<file path="src/shared/ddwc_defs.svh">
// Register offsets, field positions, reset values and timing counts of the DAC control block.
`ifndef DDWC_DEFS_SVH
`define DDWC_DEFS_SVH
// Register byte offsets on the register bus.
`define DDWC_OFS_CTRL    8'h00
`define DDWC_OFS_SWTRIG  8'h04
`define DDWC_OFS_DR12    8'h08
`define DDWC_OFS_DL12    8'h0C
`define DDWC_OFS_DR8     8'h10
`define DDWC_OFS_OUT     8'h14
`define DDWC_OFS_STAT    8'h18
// Control word layout; channel 2 sits one stride above channel 1.
`define DDWC_CH_STRIDE   16
`define DDWC_TEN_BIT     0
`define DDWC_TSEL_LSB    1
`define DDWC_WAVE_LSB    4
`define DDWC_MASK_LSB    6
`define DDWC_DMA_BIT     10
`define DDWC_CTRL_MASK   32'h07FF07FF
// Trigger source codes.
`define DDWC_TSEL_EXT    3'h6
`define DDWC_TSEL_SW     3'h7
// Mask field value from which all twelve bits are used.
`define DDWC_MASK_FULL   4'hB
// Noise register reset value and feedback taps.
`define DDWC_NOISE_SHIFT_REG_INIT   12'hAAA
`define DDWC_NOISE_SHIFT_REG_TAPS   12'h829
// Transfer latency in bus clock cycles for hardware and software triggers.
`define DDWC_HW_CYCLES   3
`define DDWC_SW_CYCLES   1
// AXI response codes.
`define DDWC_RESP_OKAY   2'h0
`define DDWC_RESP_SLVERR 2'h2
`endif

</file>
<file path="src/shared/ddwc_pkg.sv">
// Types shared by the DAC control block.
package ddwc_pkg;
   // Twelve-bit converter code.
   typedef logic [11:0] ddwc_code_t;
   // Wave generator selection; both codes with the upper bit set pick the triangle.
   typedef enum logic [1:0] {
      DDWC_WAVE_OFF     = 2'h0,
      DDWC_WAVE_NOISE   = 2'h1,
      DDWC_WAVE_TRI     = 2'h2,
      DDWC_WAVE_TRI_ALT = 2'h3
   } ddwc_wave_e;
endpackage : ddwc_pkg

</file>
<file path="src/shared/ddwc_chan_if.sv">
// Signals that join the register file, one channel datapath and its wave generator.
`timescale 1ns/1ps
interface ddwc_chan_if;
   import ddwc_pkg::*;
   logic       trig_en;   // Trigger enable of the channel.
   ddwc_wave_e wave_sel;  // Wave generator selection.
   logic [3:0] mask_sel;  // Noise mask or triangle amplitude.
   logic       dma_en;    // DMA request enable.
   ddwc_code_t held;      // Held data word.
   logic       held_wr;   // Pulse in the cycle after the held word changed.
   logic       hw_fire;   // Hardware trigger event.
   logic       sw_fire;   // Software trigger event.
   logic       dma_ack;   // DMA controller services the request.
   logic       load;      // Output register loads in this cycle.
   ddwc_code_t wave_val;  // Value added to the held word.
   ddwc_code_t out_code;  // Output register.
   logic       dma_req;   // Pending DMA request.
   modport ctl  (output trig_en, wave_sel, mask_sel, dma_en, held, held_wr,
                 output hw_fire, sw_fire, dma_ack,
                 input  load, wave_val, out_code, dma_req);
   modport chan (input  trig_en, dma_en, held, held_wr, hw_fire, sw_fire, dma_ack, wave_val,
                 output load, out_code, dma_req);
   modport wave (input  trig_en, wave_sel, mask_sel, load,
                 output wave_val);
endinterface : ddwc_chan_if

</file>
<file path="src/hw/ddwc_wave.sv">
// Noise and triangle generator of one DAC channel.
`timescale 1ns/1ps
`include "ddwc_defs.svh"
module ddwc_wave
   import ddwc_pkg::*;
(
   // Clock and reset.
   input  wire logic  ref_clk,
   input  wire logic  arst_n,
   // Channel link.
   ddwc_chan_if.wave  cif
);
   ddwc_code_t  noise_shift_reg_r, noise_shift_reg_nxt;  // Noise shift register.
   ddwc_code_t  tri_r, tri_nxt;    // Triangle counter.
   logic        up_r, up_nxt;      // Triangle counts upward when set.
   ddwc_code_t  mask;              // Unmasked bits, also the triangle peak.
   logic [12:0] span;              // Wide form of the mask before trimming.
   logic        step;              // A trigger advances the generator.
   logic        noise;             // Noise mode selected.
   logic        tri_on;            // Triangle mode selected.

   // Next values of the generators; only a triggered load moves them.
   always_comb begin
      span     = (13'h0002 << cif.mask_sel) - 13'h0001;
      mask     = (cif.mask_sel >= `DDWC_MASK_FULL) ? 12'hFFF : span[11:0];
      step     = cif.load & cif.trig_en;
      noise    = (cif.wave_sel == DDWC_WAVE_NOISE);
      tri_on   = cif.wave_sel[1];
      noise_shift_reg_nxt = noise_shift_reg_r;
      tri_nxt  = tri_r;
      up_nxt   = up_r;
      if (step && noise) begin
         // Shift left with the parity of the tap bits fed back in.
         noise_shift_reg_nxt = {noise_shift_reg_r[10:0], ^(noise_shift_reg_r & `DDWC_NOISE_SHIFT_REG_TAPS)};
      end
      if (step && tri_on) begin
         // Count up to the peak, then down to zero, and again.
         if (up_r && tri_r >= mask) begin
            up_nxt  = 1'b0;
            tri_nxt = tri_r - 12'h001;
         end else if (!up_r && tri_r == 12'h000) begin
            up_nxt  = 1'b1;
            tri_nxt = tri_r + 12'h001;
         end else begin
            tri_nxt = up_r ? tri_r + 12'h001 : tri_r - 12'h001;
         end
      end
      // Without a trigger enable nothing is added to the held word.
      if (!cif.trig_en) cif.wave_val = 12'h000;
      else if (noise) cif.wave_val = noise_shift_reg_r & mask;
      else if (tri_on) cif.wave_val = tri_r;
      else cif.wave_val = 12'h000;
   end

   // Generator registers; each channel owns its own noise register.
   always_ff @(posedge ref_clk or negedge arst_n) begin
      if (!arst_n) begin
         noise_shift_reg_r <= `DDWC_NOISE_SHIFT_REG_INIT;
         tri_r  <= 12'h000;
         up_r   <= 1'b1;
      end else begin
         noise_shift_reg_r <= noise_shift_reg_nxt;
         tri_r  <= tri_nxt;
         up_r   <= up_nxt;
      end
   end

   chk_noise_shift_reg_moves: assert property (@(posedge ref_clk) disable iff (!arst_n)
      step && noise |=> noise_shift_reg_r != $past(noise_shift_reg_r)) else $error("noise register did not advance");
   chk_tri_hold: assert property (@(posedge ref_clk) disable iff (!arst_n)
      !step |=> $stable(tri_r)) else $error("triangle moved without a trigger");
   chk_tri_turn: assert property (@(posedge ref_clk) disable iff (!arst_n)
      step && tri_on && !up_r && tri_r == 12'h000 |=> up_r && tri_r == 12'h001)
      else $error("triangle did not turn at zero");
endmodule : ddwc_wave

</file>
<file path="src/hw/ddwc_chan.sv">
// Trigger delay, output register and DMA request of one DAC channel.
`timescale 1ns/1ps
module ddwc_chan
   import ddwc_pkg::*;
(
   // Clock and reset.
   input  wire logic  ref_clk,
   input  wire logic  arst_n,
   // Channel link.
   ddwc_chan_if.chan  cif
);
   logic [1:0]  pipe_r, pipe_nxt;  // Hardware trigger delay stages.
   ddwc_code_t  out_r, out_nxt;    // Output register.
   logic        dma_r, dma_nxt;    // Pending DMA request.
   logic [12:0] sum;               // Held word plus wave value with carry.

   // Load sources: delayed hardware trigger, software trigger, or an untriggered write.
   assign cif.load = pipe_r[1] | cif.sw_fire | (cif.held_wr & ~cif.trig_en);
   assign cif.out_code = out_r;
   assign cif.dma_req  = dma_r;

   // Next values of delay line, output register and request.
   always_comb begin
      pipe_nxt = {pipe_r[0], cif.hw_fire};
      sum      = {1'b0, cif.held} + {1'b0, cif.wave_val};
      out_nxt  = cif.load ? sum[11:0] : out_r;
      dma_nxt  = dma_r;
      if (cif.dma_ack) dma_nxt = 1'b0;
      // A trigger while a request waits merges into it; setting wins over the clear.
      if (cif.hw_fire && cif.dma_en) dma_nxt = 1'b1;
   end

   // Channel registers.
   always_ff @(posedge ref_clk or negedge arst_n) begin
      if (!arst_n) begin
         pipe_r <= 2'h0;
         out_r  <= 12'h000;
         dma_r  <= 1'b0;
      end else begin
         pipe_r <= pipe_nxt;
         out_r  <= out_nxt;
         dma_r  <= dma_nxt;
      end
   end

   chk_sum_load: assert property (@(posedge ref_clk) disable iff (!arst_n)
      cif.load |=> out_r == $past(sum[11:0])) else $error("output missed held plus wave");
   chk_out_steady: assert property (@(posedge ref_clk) disable iff (!arst_n)
      !cif.load |=> $stable(out_r)) else $error("output changed without a load");
endmodule : ddwc_chan

</file>
<file path="src/hw/ddwc_top.sv">
// Two-channel DAC control: register file, trigger selection, channel datapaths.
// Contract
// - DMA enabled: hardware trigger raises request, software not
// - Requests never queue; extra trigger dropped silently
// - Wave select 01 enables noise generator
// - Mask field chooses unmasked noise register bits
// - Noise: masked value plus held word, carry dropped
// - Noise register resets to 0xAAA
// - Noise register advances with the delayed load
// - Wave select 10 enables triangle; field sets peak
// - Triangle: counter plus held word, overflow dropped
// - Triangle updates on load, up to peak, down
// - Triangle advances only with trigger enable set
// - Three dual data registers load both channels
// - Independent triggers: each channel loads three cycles later
// - Separate noise register per channel, own advance
// - Output code maps linearly, 4095 full scale
// - Idle channel still accepts its own setup
// - Hardware trigger transfers held word in three cycles
// - Software trigger transfers held word in one cycle
// - Eight-bit write lands in held bits 11 to 4
//
// Design decisions made here: the AXI4-Lite interface to the registers and the placing of the registers.
`timescale 1ns/1ps
`include "ddwc_defs.svh"
module ddwc_top
   import ddwc_pkg::*;
(
   // Clock and reset.
   input  wire logic         ref_clk,
   input  wire logic         arst_n,
   // AXI4-Lite write address and data.
   input  wire logic [7:0]   s_axi_awaddr,
   input  wire logic         s_axi_awvalid,
   output logic              s_axi_awready,
   input  wire logic [31:0]  s_axi_wdata,
   input  wire logic [3:0]   s_axi_wstrb,
   input  wire logic         s_axi_wvalid,
   output logic              s_axi_wready,
   // AXI4-Lite write response.
   output logic [1:0]        s_axi_bresp,
   output logic              s_axi_bvalid,
   input  wire logic         s_axi_bready,
   // AXI4-Lite read.
   input  wire logic [7:0]   s_axi_araddr,
   input  wire logic         s_axi_arvalid,
   output logic              s_axi_arready,
   output logic [31:0]       s_axi_rdata,
   output logic [1:0]        s_axi_rresp,
   output logic              s_axi_rvalid,
   input  wire logic         s_axi_rready,
   // Trigger sources: timer events on this clock and the external line pin.
   input  wire logic [5:0]   timer_trig,
   input  wire logic         ext_trig_line,
   // DMA handshake, one pair per channel.
   output logic [1:0]        dma_req,
   input  wire logic [1:0]   dma_ack,
   // Output codes towards the converters.
   output logic [11:0]       output_code_ch1,
   output logic [11:0]       output_code_ch2
);
   logic [31:0]            ctrl_r, ctrl_nxt;    // Control word of both channels.
   logic [1:0][11:0]       held_r, held_nxt;    // Held data words.
   logic [1:0]             hwr_r, hwr_nxt;      // Held word changed last cycle.
   logic [1:0]             sw_r, sw_nxt;        // Software trigger pulses.
   logic                   bvalid_r, bvalid_nxt; // Write response pending.
   logic [1:0]             bresp_r, bresp_nxt;  // Write response code.
   logic                   rvalid_r, rvalid_nxt; // Read data pending.
   logic [1:0]             rresp_r, rresp_nxt;  // Read response code.
   logic [31:0]            rdata_r, rdata_nxt;  // Read data.
   logic [31:0]            wmask;               // Byte strobes spread to bits.
   logic                   wr_go;               // Write address and data taken.
   logic                   rd_go;               // Read address taken.
   logic [2:0]             ext_sync_r;          // Pin synchroniser and edge stage.
   logic                   ext_rise;            // Rising edge of the external line.
   logic [1:0][11:0]       out_code;            // Output registers of the channels.

   // One channel link per channel.
   ddwc_chan_if cif [2] ();

   // Write is taken when address and data are both offered and no response waits.
   assign wr_go         = s_axi_awvalid & s_axi_wvalid & ~bvalid_r;
   assign s_axi_awready = wr_go;
   assign s_axi_wready  = wr_go;
   // Read is taken whenever no read data waits.
   assign rd_go         = s_axi_arvalid & ~rvalid_r;
   assign s_axi_arready = rd_go;
   assign s_axi_bvalid  = bvalid_r;
   assign s_axi_bresp   = bresp_r;
   assign s_axi_rvalid  = rvalid_r;
   assign s_axi_rresp   = rresp_r;
   assign s_axi_rdata   = rdata_r;
   assign wmask = {{8{s_axi_wstrb[3]}}, {8{s_axi_wstrb[2]}},
                   {8{s_axi_wstrb[1]}}, {8{s_axi_wstrb[0]}}};
   // Edge of the external line after the second synchroniser stage.
   assign ext_rise = ext_sync_r[1] & ~ext_sync_r[2];

   // Register writes and write response.
   always_comb begin
      ctrl_nxt   = ctrl_r;
      held_nxt   = held_r;
      hwr_nxt    = 2'h0;
      sw_nxt     = 2'h0;
      bvalid_nxt = bvalid_r & ~s_axi_bready;
      bresp_nxt  = bresp_r;
      if (wr_go) begin
         bvalid_nxt = 1'b1;
         bresp_nxt  = `DDWC_RESP_OKAY;
         unique case (s_axi_awaddr)
            // Control fields honour byte strobes; reserved bits stay zero.
            `DDWC_OFS_CTRL: begin
               ctrl_nxt = ((ctrl_r & ~wmask) | (s_axi_wdata & wmask)) & `DDWC_CTRL_MASK;
            end
            // Software trigger bits act once and are not stored.
            `DDWC_OFS_SWTRIG: begin
               sw_nxt = s_axi_wdata[1:0];
            end
            // Dual registers: one write loads both held words.
            `DDWC_OFS_DR12: begin
               held_nxt = {s_axi_wdata[27:16], s_axi_wdata[11:0]};
               hwr_nxt  = 2'h3;
            end
            `DDWC_OFS_DL12: begin
               held_nxt = {s_axi_wdata[31:20], s_axi_wdata[15:4]};
               hwr_nxt  = 2'h3;
            end
            `DDWC_OFS_DR8: begin
               // Eight-bit data fills the upper bits of each held word.
               held_nxt = {s_axi_wdata[15:8], 4'h0, s_axi_wdata[7:0], 4'h0};
               hwr_nxt  = 2'h3;
            end
            // Read-only words accept the write and ignore it.
            `DDWC_OFS_OUT, `DDWC_OFS_STAT: begin
               bresp_nxt = `DDWC_RESP_OKAY;
            end
            // Unmapped address.
            default: begin
               bresp_nxt = `DDWC_RESP_SLVERR;
            end
         endcase
      end
   end

   // Read data and read response.
   always_comb begin
      rvalid_nxt = rvalid_r & ~s_axi_rready;
      rresp_nxt  = rresp_r;
      rdata_nxt  = rdata_r;
      if (rd_go) begin
         rvalid_nxt = 1'b1;
         rresp_nxt  = `DDWC_RESP_OKAY;
         unique case (s_axi_araddr)
            `DDWC_OFS_CTRL:   rdata_nxt = ctrl_r;
            `DDWC_OFS_SWTRIG: rdata_nxt = 32'h00000000;
            `DDWC_OFS_DR12:   rdata_nxt = {4'h0, held_r[1], 4'h0, held_r[0]};
            `DDWC_OFS_DL12:   rdata_nxt = {held_r[1], 4'h0, held_r[0], 4'h0};
            `DDWC_OFS_DR8:    rdata_nxt = {16'h0000, held_r[1][11:4], held_r[0][11:4]};
            // Live output codes and pending requests show the block's own state.
            `DDWC_OFS_OUT:    rdata_nxt = {4'h0, out_code[1], 4'h0, out_code[0]};
            `DDWC_OFS_STAT:   rdata_nxt = {30'h00000000, dma_req};
            default: begin
               rdata_nxt = 32'h00000000;
               rresp_nxt = `DDWC_RESP_SLVERR;
            end
         endcase
      end
   end

   // Register file, bus response and pin synchroniser.
   always_ff @(posedge ref_clk or negedge arst_n) begin
      if (!arst_n) begin
         ctrl_r     <= 32'h00000000;
         held_r     <= '0;
         hwr_r      <= 2'h0;
         sw_r       <= 2'h0;
         bvalid_r   <= 1'b0;
         bresp_r    <= `DDWC_RESP_OKAY;
         rvalid_r   <= 1'b0;
         rresp_r    <= `DDWC_RESP_OKAY;
         rdata_r    <= 32'h00000000;
         ext_sync_r <= 3'h0;
      end else begin
         ctrl_r     <= ctrl_nxt;
         held_r     <= held_nxt;
         hwr_r      <= hwr_nxt;
         sw_r       <= sw_nxt;
         bvalid_r   <= bvalid_nxt;
         bresp_r    <= bresp_nxt;
         rvalid_r   <= rvalid_nxt;
         rresp_r    <= rresp_nxt;
         rdata_r    <= rdata_nxt;
         ext_sync_r <= {ext_sync_r[1:0], ext_trig_line};
      end
   end

   assign output_code_ch1 = out_code[0];
   assign output_code_ch2 = out_code[1];

   // Each channel decodes its own fields and fires independently of the other.
   for (genvar i = 0; i < 2; i++) begin : g_chan
      localparam int B = i * `DDWC_CH_STRIDE;
      logic [2:0] tsel;  // Trigger source selection.
      logic       hw_ev; // Selected hardware event.

      assign tsel = ctrl_r[B + `DDWC_TSEL_LSB +: 3];
      // Timer events, external edge, or nothing for the software code.
      always_comb begin
         if (tsel == `DDWC_TSEL_EXT) hw_ev = ext_rise;
         else if (tsel == `DDWC_TSEL_SW) hw_ev = 1'b0;
         else hw_ev = timer_trig[tsel];
      end

      assign cif[i].trig_en  = ctrl_r[B + `DDWC_TEN_BIT];
      assign cif[i].wave_sel = ddwc_wave_e'(ctrl_r[B + `DDWC_WAVE_LSB +: 2]);
      assign cif[i].mask_sel = ctrl_r[B + `DDWC_MASK_LSB +: 4];
      assign cif[i].dma_en   = ctrl_r[B + `DDWC_DMA_BIT];
      assign cif[i].held     = held_r[i];
      assign cif[i].held_wr  = hwr_r[i];
      assign cif[i].hw_fire  = cif[i].trig_en & hw_ev;
      // Software trigger loads in the cycle after the write.
      assign cif[i].sw_fire  = sw_r[i] & cif[i].trig_en & (tsel == `DDWC_TSEL_SW);
      assign cif[i].dma_ack  = dma_ack[i];
      assign dma_req[i]      = cif[i].dma_req;
      assign out_code[i]     = cif[i].out_code;

      ddwc_chan u_chan (
         .ref_clk (ref_clk),
         .arst_n  (arst_n),
         .cif     (cif[i])
      );

      ddwc_wave u_wave (
         .ref_clk (ref_clk),
         .arst_n  (arst_n),
         .cif     (cif[i])
      );

      chk_hw_three: assert property (@(posedge ref_clk) disable iff (!arst_n)
         cif[i].hw_fire |-> ##2 cif[i].load) else $error("hardware transfer not in three");
      chk_sw_one: assert property (@(posedge ref_clk) disable iff (!arst_n)
         cif[i].sw_fire |=> out_code[i] == 12'($past(cif[i].held) + $past(cif[i].wave_val)))
         else $error("software transfer not in one");
      chk_dma_raise: assert property (@(posedge ref_clk) disable iff (!arst_n)
         cif[i].hw_fire && cif[i].dma_en |=> dma_req[i]) else $error("no DMA request");
      chk_dma_no_sw: assert property (@(posedge ref_clk) disable iff (!arst_n)
         cif[i].sw_fire && !cif[i].hw_fire && !dma_req[i] |=> !dma_req[i])
         else $error("software trigger raised DMA");
      chk_dma_no_queue: assert property (@(posedge ref_clk) disable iff (!arst_n)
         dma_req[i] && dma_ack[i] && !cif[i].hw_fire |=> !dma_req[i])
         else $error("a dropped trigger was queued");
      chk_untrig_copy: assert property (@(posedge ref_clk) disable iff (!arst_n)
         hwr_r[i] && !cif[i].trig_en |=> out_code[i] == $past(held_r[i]))
         else $error("untriggered copy missed");

      cov_noise_hw: cover property (@(posedge ref_clk) disable iff (!arst_n)
         cif[i].hw_fire && cif[i].wave_sel == DDWC_WAVE_NOISE ##2 cif[i].load);
      cov_tri_hw: cover property (@(posedge ref_clk) disable iff (!arst_n)
         cif[i].hw_fire && cif[i].wave_sel[1] ##2 cif[i].load);
      cov_dma_drop: cover property (@(posedge ref_clk) disable iff (!arst_n)
         dma_req[i] && cif[i].hw_fire && cif[i].dma_en);
   end

   chk_dual_load: assert property (@(posedge ref_clk) disable iff (!arst_n)
      wr_go && s_axi_awaddr == `DDWC_OFS_DR12 |=> hwr_r == 2'h3)
      else $error("dual write did not load both");
   cov_dual_sw: cover property (@(posedge ref_clk) disable iff (!arst_n)
      cif[0].sw_fire && cif[1].sw_fire);
endmodule : ddwc_top

</file>
<file path="config.mk">
export PLATFORM = sky130hd
export DESIGN_NAME = ddwc_top
export DESIGN_NICKNAME = d
export VERILOG_FILES = /design/src/shared/ddwc_pkg.sv /design/src/shared/ddwc_chan_if.sv /design/src/hw/ddwc_wave.sv /design/src/hw/ddwc_chan.sv /design/src/hw/ddwc_top.sv
export VERILOG_INCLUDE_DIRS = /design/src /design/src/shared
export SDC_FILE = /design/constraint.sdc
export NUM_CORES = 1
export LEC_CHECK = 0
export BUFFER_PORTS_ARGS = -buffer_cell sky130_fd_sc_hd__buf_2
export CORE_UTILIZATION = 45
export DETAILED_ROUTE_END_ITERATION = 7
export PLACE_DENSITY_LB_ADDON = 0.3
export SYNTH_ARGS = -nofsm -noshare
export SYNTH_HDL_FRONTEND = slang
export SYNTH_SLANG_ARGS = --single-unit
</file>
<file path="constraint.sdc">
create_clock -name ref_clk -period 9 [get_ports ref_clk]
set_clock_uncertainty 0.05 [all_clocks]
set_input_delay 0 -clock ref_clk [delete_from_list [all_inputs] [get_ports ref_clk]]
set_output_delay 0 -clock ref_clk [all_outputs]
set_load 0.02 [all_outputs]
</file>
==> key figures <==
Status
  – Outcome: finished, final reports clean

Routing
  – Wire length on met3: 2190 µm
  – Routed length on met1: 14700 µm
  – Final antenna-violating net count: 0
  – Routed WL: 30200 µm
  – Via Count: 9280
  – Routed wl met2: 12600 µm
  – Wire length per cell: 18.8 µm
  – First-pass iteration count of the detailed router: 6
  – Max layer used: met5
  – DRC viols: 0
  – Iter 0 DRT Violations: 768
  – Routed vias/inst: 5.76

GRT
  – Largest net degree at the start of global routing: 109
  – Total GRT Usage: 25.3%
  – Initial antenna violation count: 1
  – First-pass GRT wire length: 47500 µm
  – Vias in the first global route: 8579
  – GRT overflow: 0

Timing
  – Final-report setup violation count: 0
  – Slew @ Worst Pin: 1.20 ns
  – Post-route setup slack: 4.36 ns
  – Tcrit/Tclk final: 51.5%
  – Setup TNS: 0 ns
  – Relative slew slack: 19.8%
  – Fin crit period: 4.64 ns
  – Max-slew violation count: 0
  – RSZ-0062 raised after global routing: no
  – FMAX: 216 MHz
  – Hold Vio Cnt, Final: 0

Yosys
  – Register area share after synthesis: 39.5%
  – Ys flop type: dfrtp_1
  – Synth top area share: 36.0%
  – Cells after synthesis: 1136
  – Average size of a mapped cell: 9.42 µm²
  – Post-synthesis cell type count: 76
  – YS warnings: 0
  – Yosys top cell by area: dfrtp_1
  – Yosys reg bits: 168
  – Synth top area cells: dfrtp_1 36%, ha_1 5.8%, mux2_2 5.1%, nand2_1 4.6%, o21ai_0 4.0%
  – Post-synth ARST share: 100%
  – EDFF count, synth: 0
  – Synthesized cell area: 10700 µm²

Floorplanning
  – Die area: 24400 µm²
  – Die Width: 156 µm
  – Total core area: 23400 µm²
  – Die height: 156 µm
  – FP Rows: 56
  – Initial Utilization: 45.7%
  – IO Pins: 135

Setup path
  – Crit path max fanout: 15
  – CP Capture Type: flip-flop
  – Reg2reg setup slack: 4.36 ns
  – Startpoint types: flip-flop
  – Crit path kind: flip-flop to flip-flop
  – Worst Path Arrival: 4.90 ns
  – Worst endpoint required time: 9.27 ns

Clock tree
  – H-tree depth: 4
  – Postcts setup bufs: 0
  – Clk sinks: 168
  – Clock-pin slew on the worst setup and hold paths: 0.07 ns
  – Cts repair resizes: 0
  – CTS tree: done
  – Clock buffer depth: 2
  – Clk_lat worst skew: 0.44 ns
  – Root Buffer: clkbuf_16
  – Cts bufs inserted: 17

Place
  – Port bufs: 132
  – Place WS: 4.41 ns
  – Dpl hpwl: 22300 µm
  – Placer Congestion: 0.906
  – Post-DP Area: 11500 µm²

Power
  – Worst-case vdd ir drop: 0.113 mV
  – P per Cell Area: 132 nW/µm²
  – Total power: 0.00167 W
  – Leak: 5.91 nW

Hold path
  – Hold WC Path Type: primary input to flip-flop
  – Min-delay src: s_axi_araddr[6]

Finish
  – Fin nets: 1399
  – Layout cells sized above 1: 19.7%
  – Commonest non-fill, non-tap cell in the layout: dfrtp_1
  – Ant. Diodes: 0
  – Most frequent cells in the layout: 154 x dfrtp_1, 132 x nand2_1, 131 x buf_2, 86 x o21ai_0, 61 x dlygate4sd3_1
  – Fin util: 54.1%
  – Cell area after layout: 12700 µm²
  – Area Growth Syn to Fin: 18.3%

Flow run
  – Max-cap check violation count: 0
-- critical path, cell delays in order, from the launching register on --
cell,delay [ns]
dfrtp_1,0.53
or2_2,0.40
nor3_1,0.28
inv_1,0.11
ha_1,0.32
nand2b_1,0.23
a32o_1,0.28
nand2_1,0.06
o221a_2,0.20
ha_1,0.14
nand4_1,0.09
nor3_1,0.25
a211oi_1,0.11
nor2_1,0.92
mux2_2,0.43
xnor2_1,0.12
-- stage by stage --
step                hold slack [ns]  instances
floorplan                    -0.346       1137
global placement             0.0642       1518
detailed placement           0.0634       1518
CTS                         0.00255       1611
global route                 0.0416       1611
finish                       0.0118       1611
-- power by group --
part / internal (W) / switching (W)
clock network: 0.000394 / 0.000340
logic: 0.0000592 / 0.0000855
registers: 0.000769 / 0.0000230
total: 0.00122 / 0.000449
-- routing by layer --
metal / GRT usage, % / up-vias
met5: 0 / -
met4: 8.17 / 2
met3: 4.94 / 49
met1: 37.8 / 4434
li1: - / 4443
met2: 36.4 / 352
-- cells in the mapped netlist (10+ instances only) --
cell and instances:
o21a_1 20, nand2_1 132, a22oi_1 13, nand3b_1 14
o21ai_1 10, xor2_1 20, o21ai_0 86, ha_1 50
inv_1 29, nor3_1 18, nor2b_1 20, mux2_2 48
a211oi_1 16, nand3_1 20, clkbuf_1 53, a21o_1 14
dfrtp_1 154, buf_2 12, xnor2_1 24, nor2_1 59
nor3b_1 10, mux2i_1 31, a22o_1 31, dfstp_2 14
and2_1 13, a21oi_1 59
-- path summary, 6_finish.rpt --
kind                                                          to  depth (start not counted)
max in group asynchronous                         cif[0].held[1]                          3
min in group asynchronous       g_chan[0].u_chan.cif.out_code[4]                          2
worst min-delay path                              s_axi_rresp[1]                          3
worst min register to register                     ext_sync_r[1]                          0
worst max register to register         g_chan[1].u_wave.tri_r[3]                         15
worst max-delay path                   g_chan[1].u_wave.tri_r[3]                         15
-- cell type report --
type	count	area [µm²]
fill	2165	10800
multi-input combinational	864	6020
sequential	168	4220
timing repair buffer	199	1320
clock buffer	17	425
tap	319	399
clock inverter	15	156
inverter	29	109
-- repair_timing --
action,4_1_cts,5_1_grt
hold buffers,61,0
hold endpoints to repair,154,0
setup endpoints to repair,0,0
-- kinds of logic after synthesis --
family	synth area share, %
XOR/XNOR	3.60
adder cells (fa/ha/maj)	6.22
AND/OR/NAND/NOR	16.9
buffers and inverters	4.43
multiplexers	8.37
flip-flops	39.5
other	0.0350
AO/OA/AOI/OAI	21.0
Power figures use the tool's default switching activity.
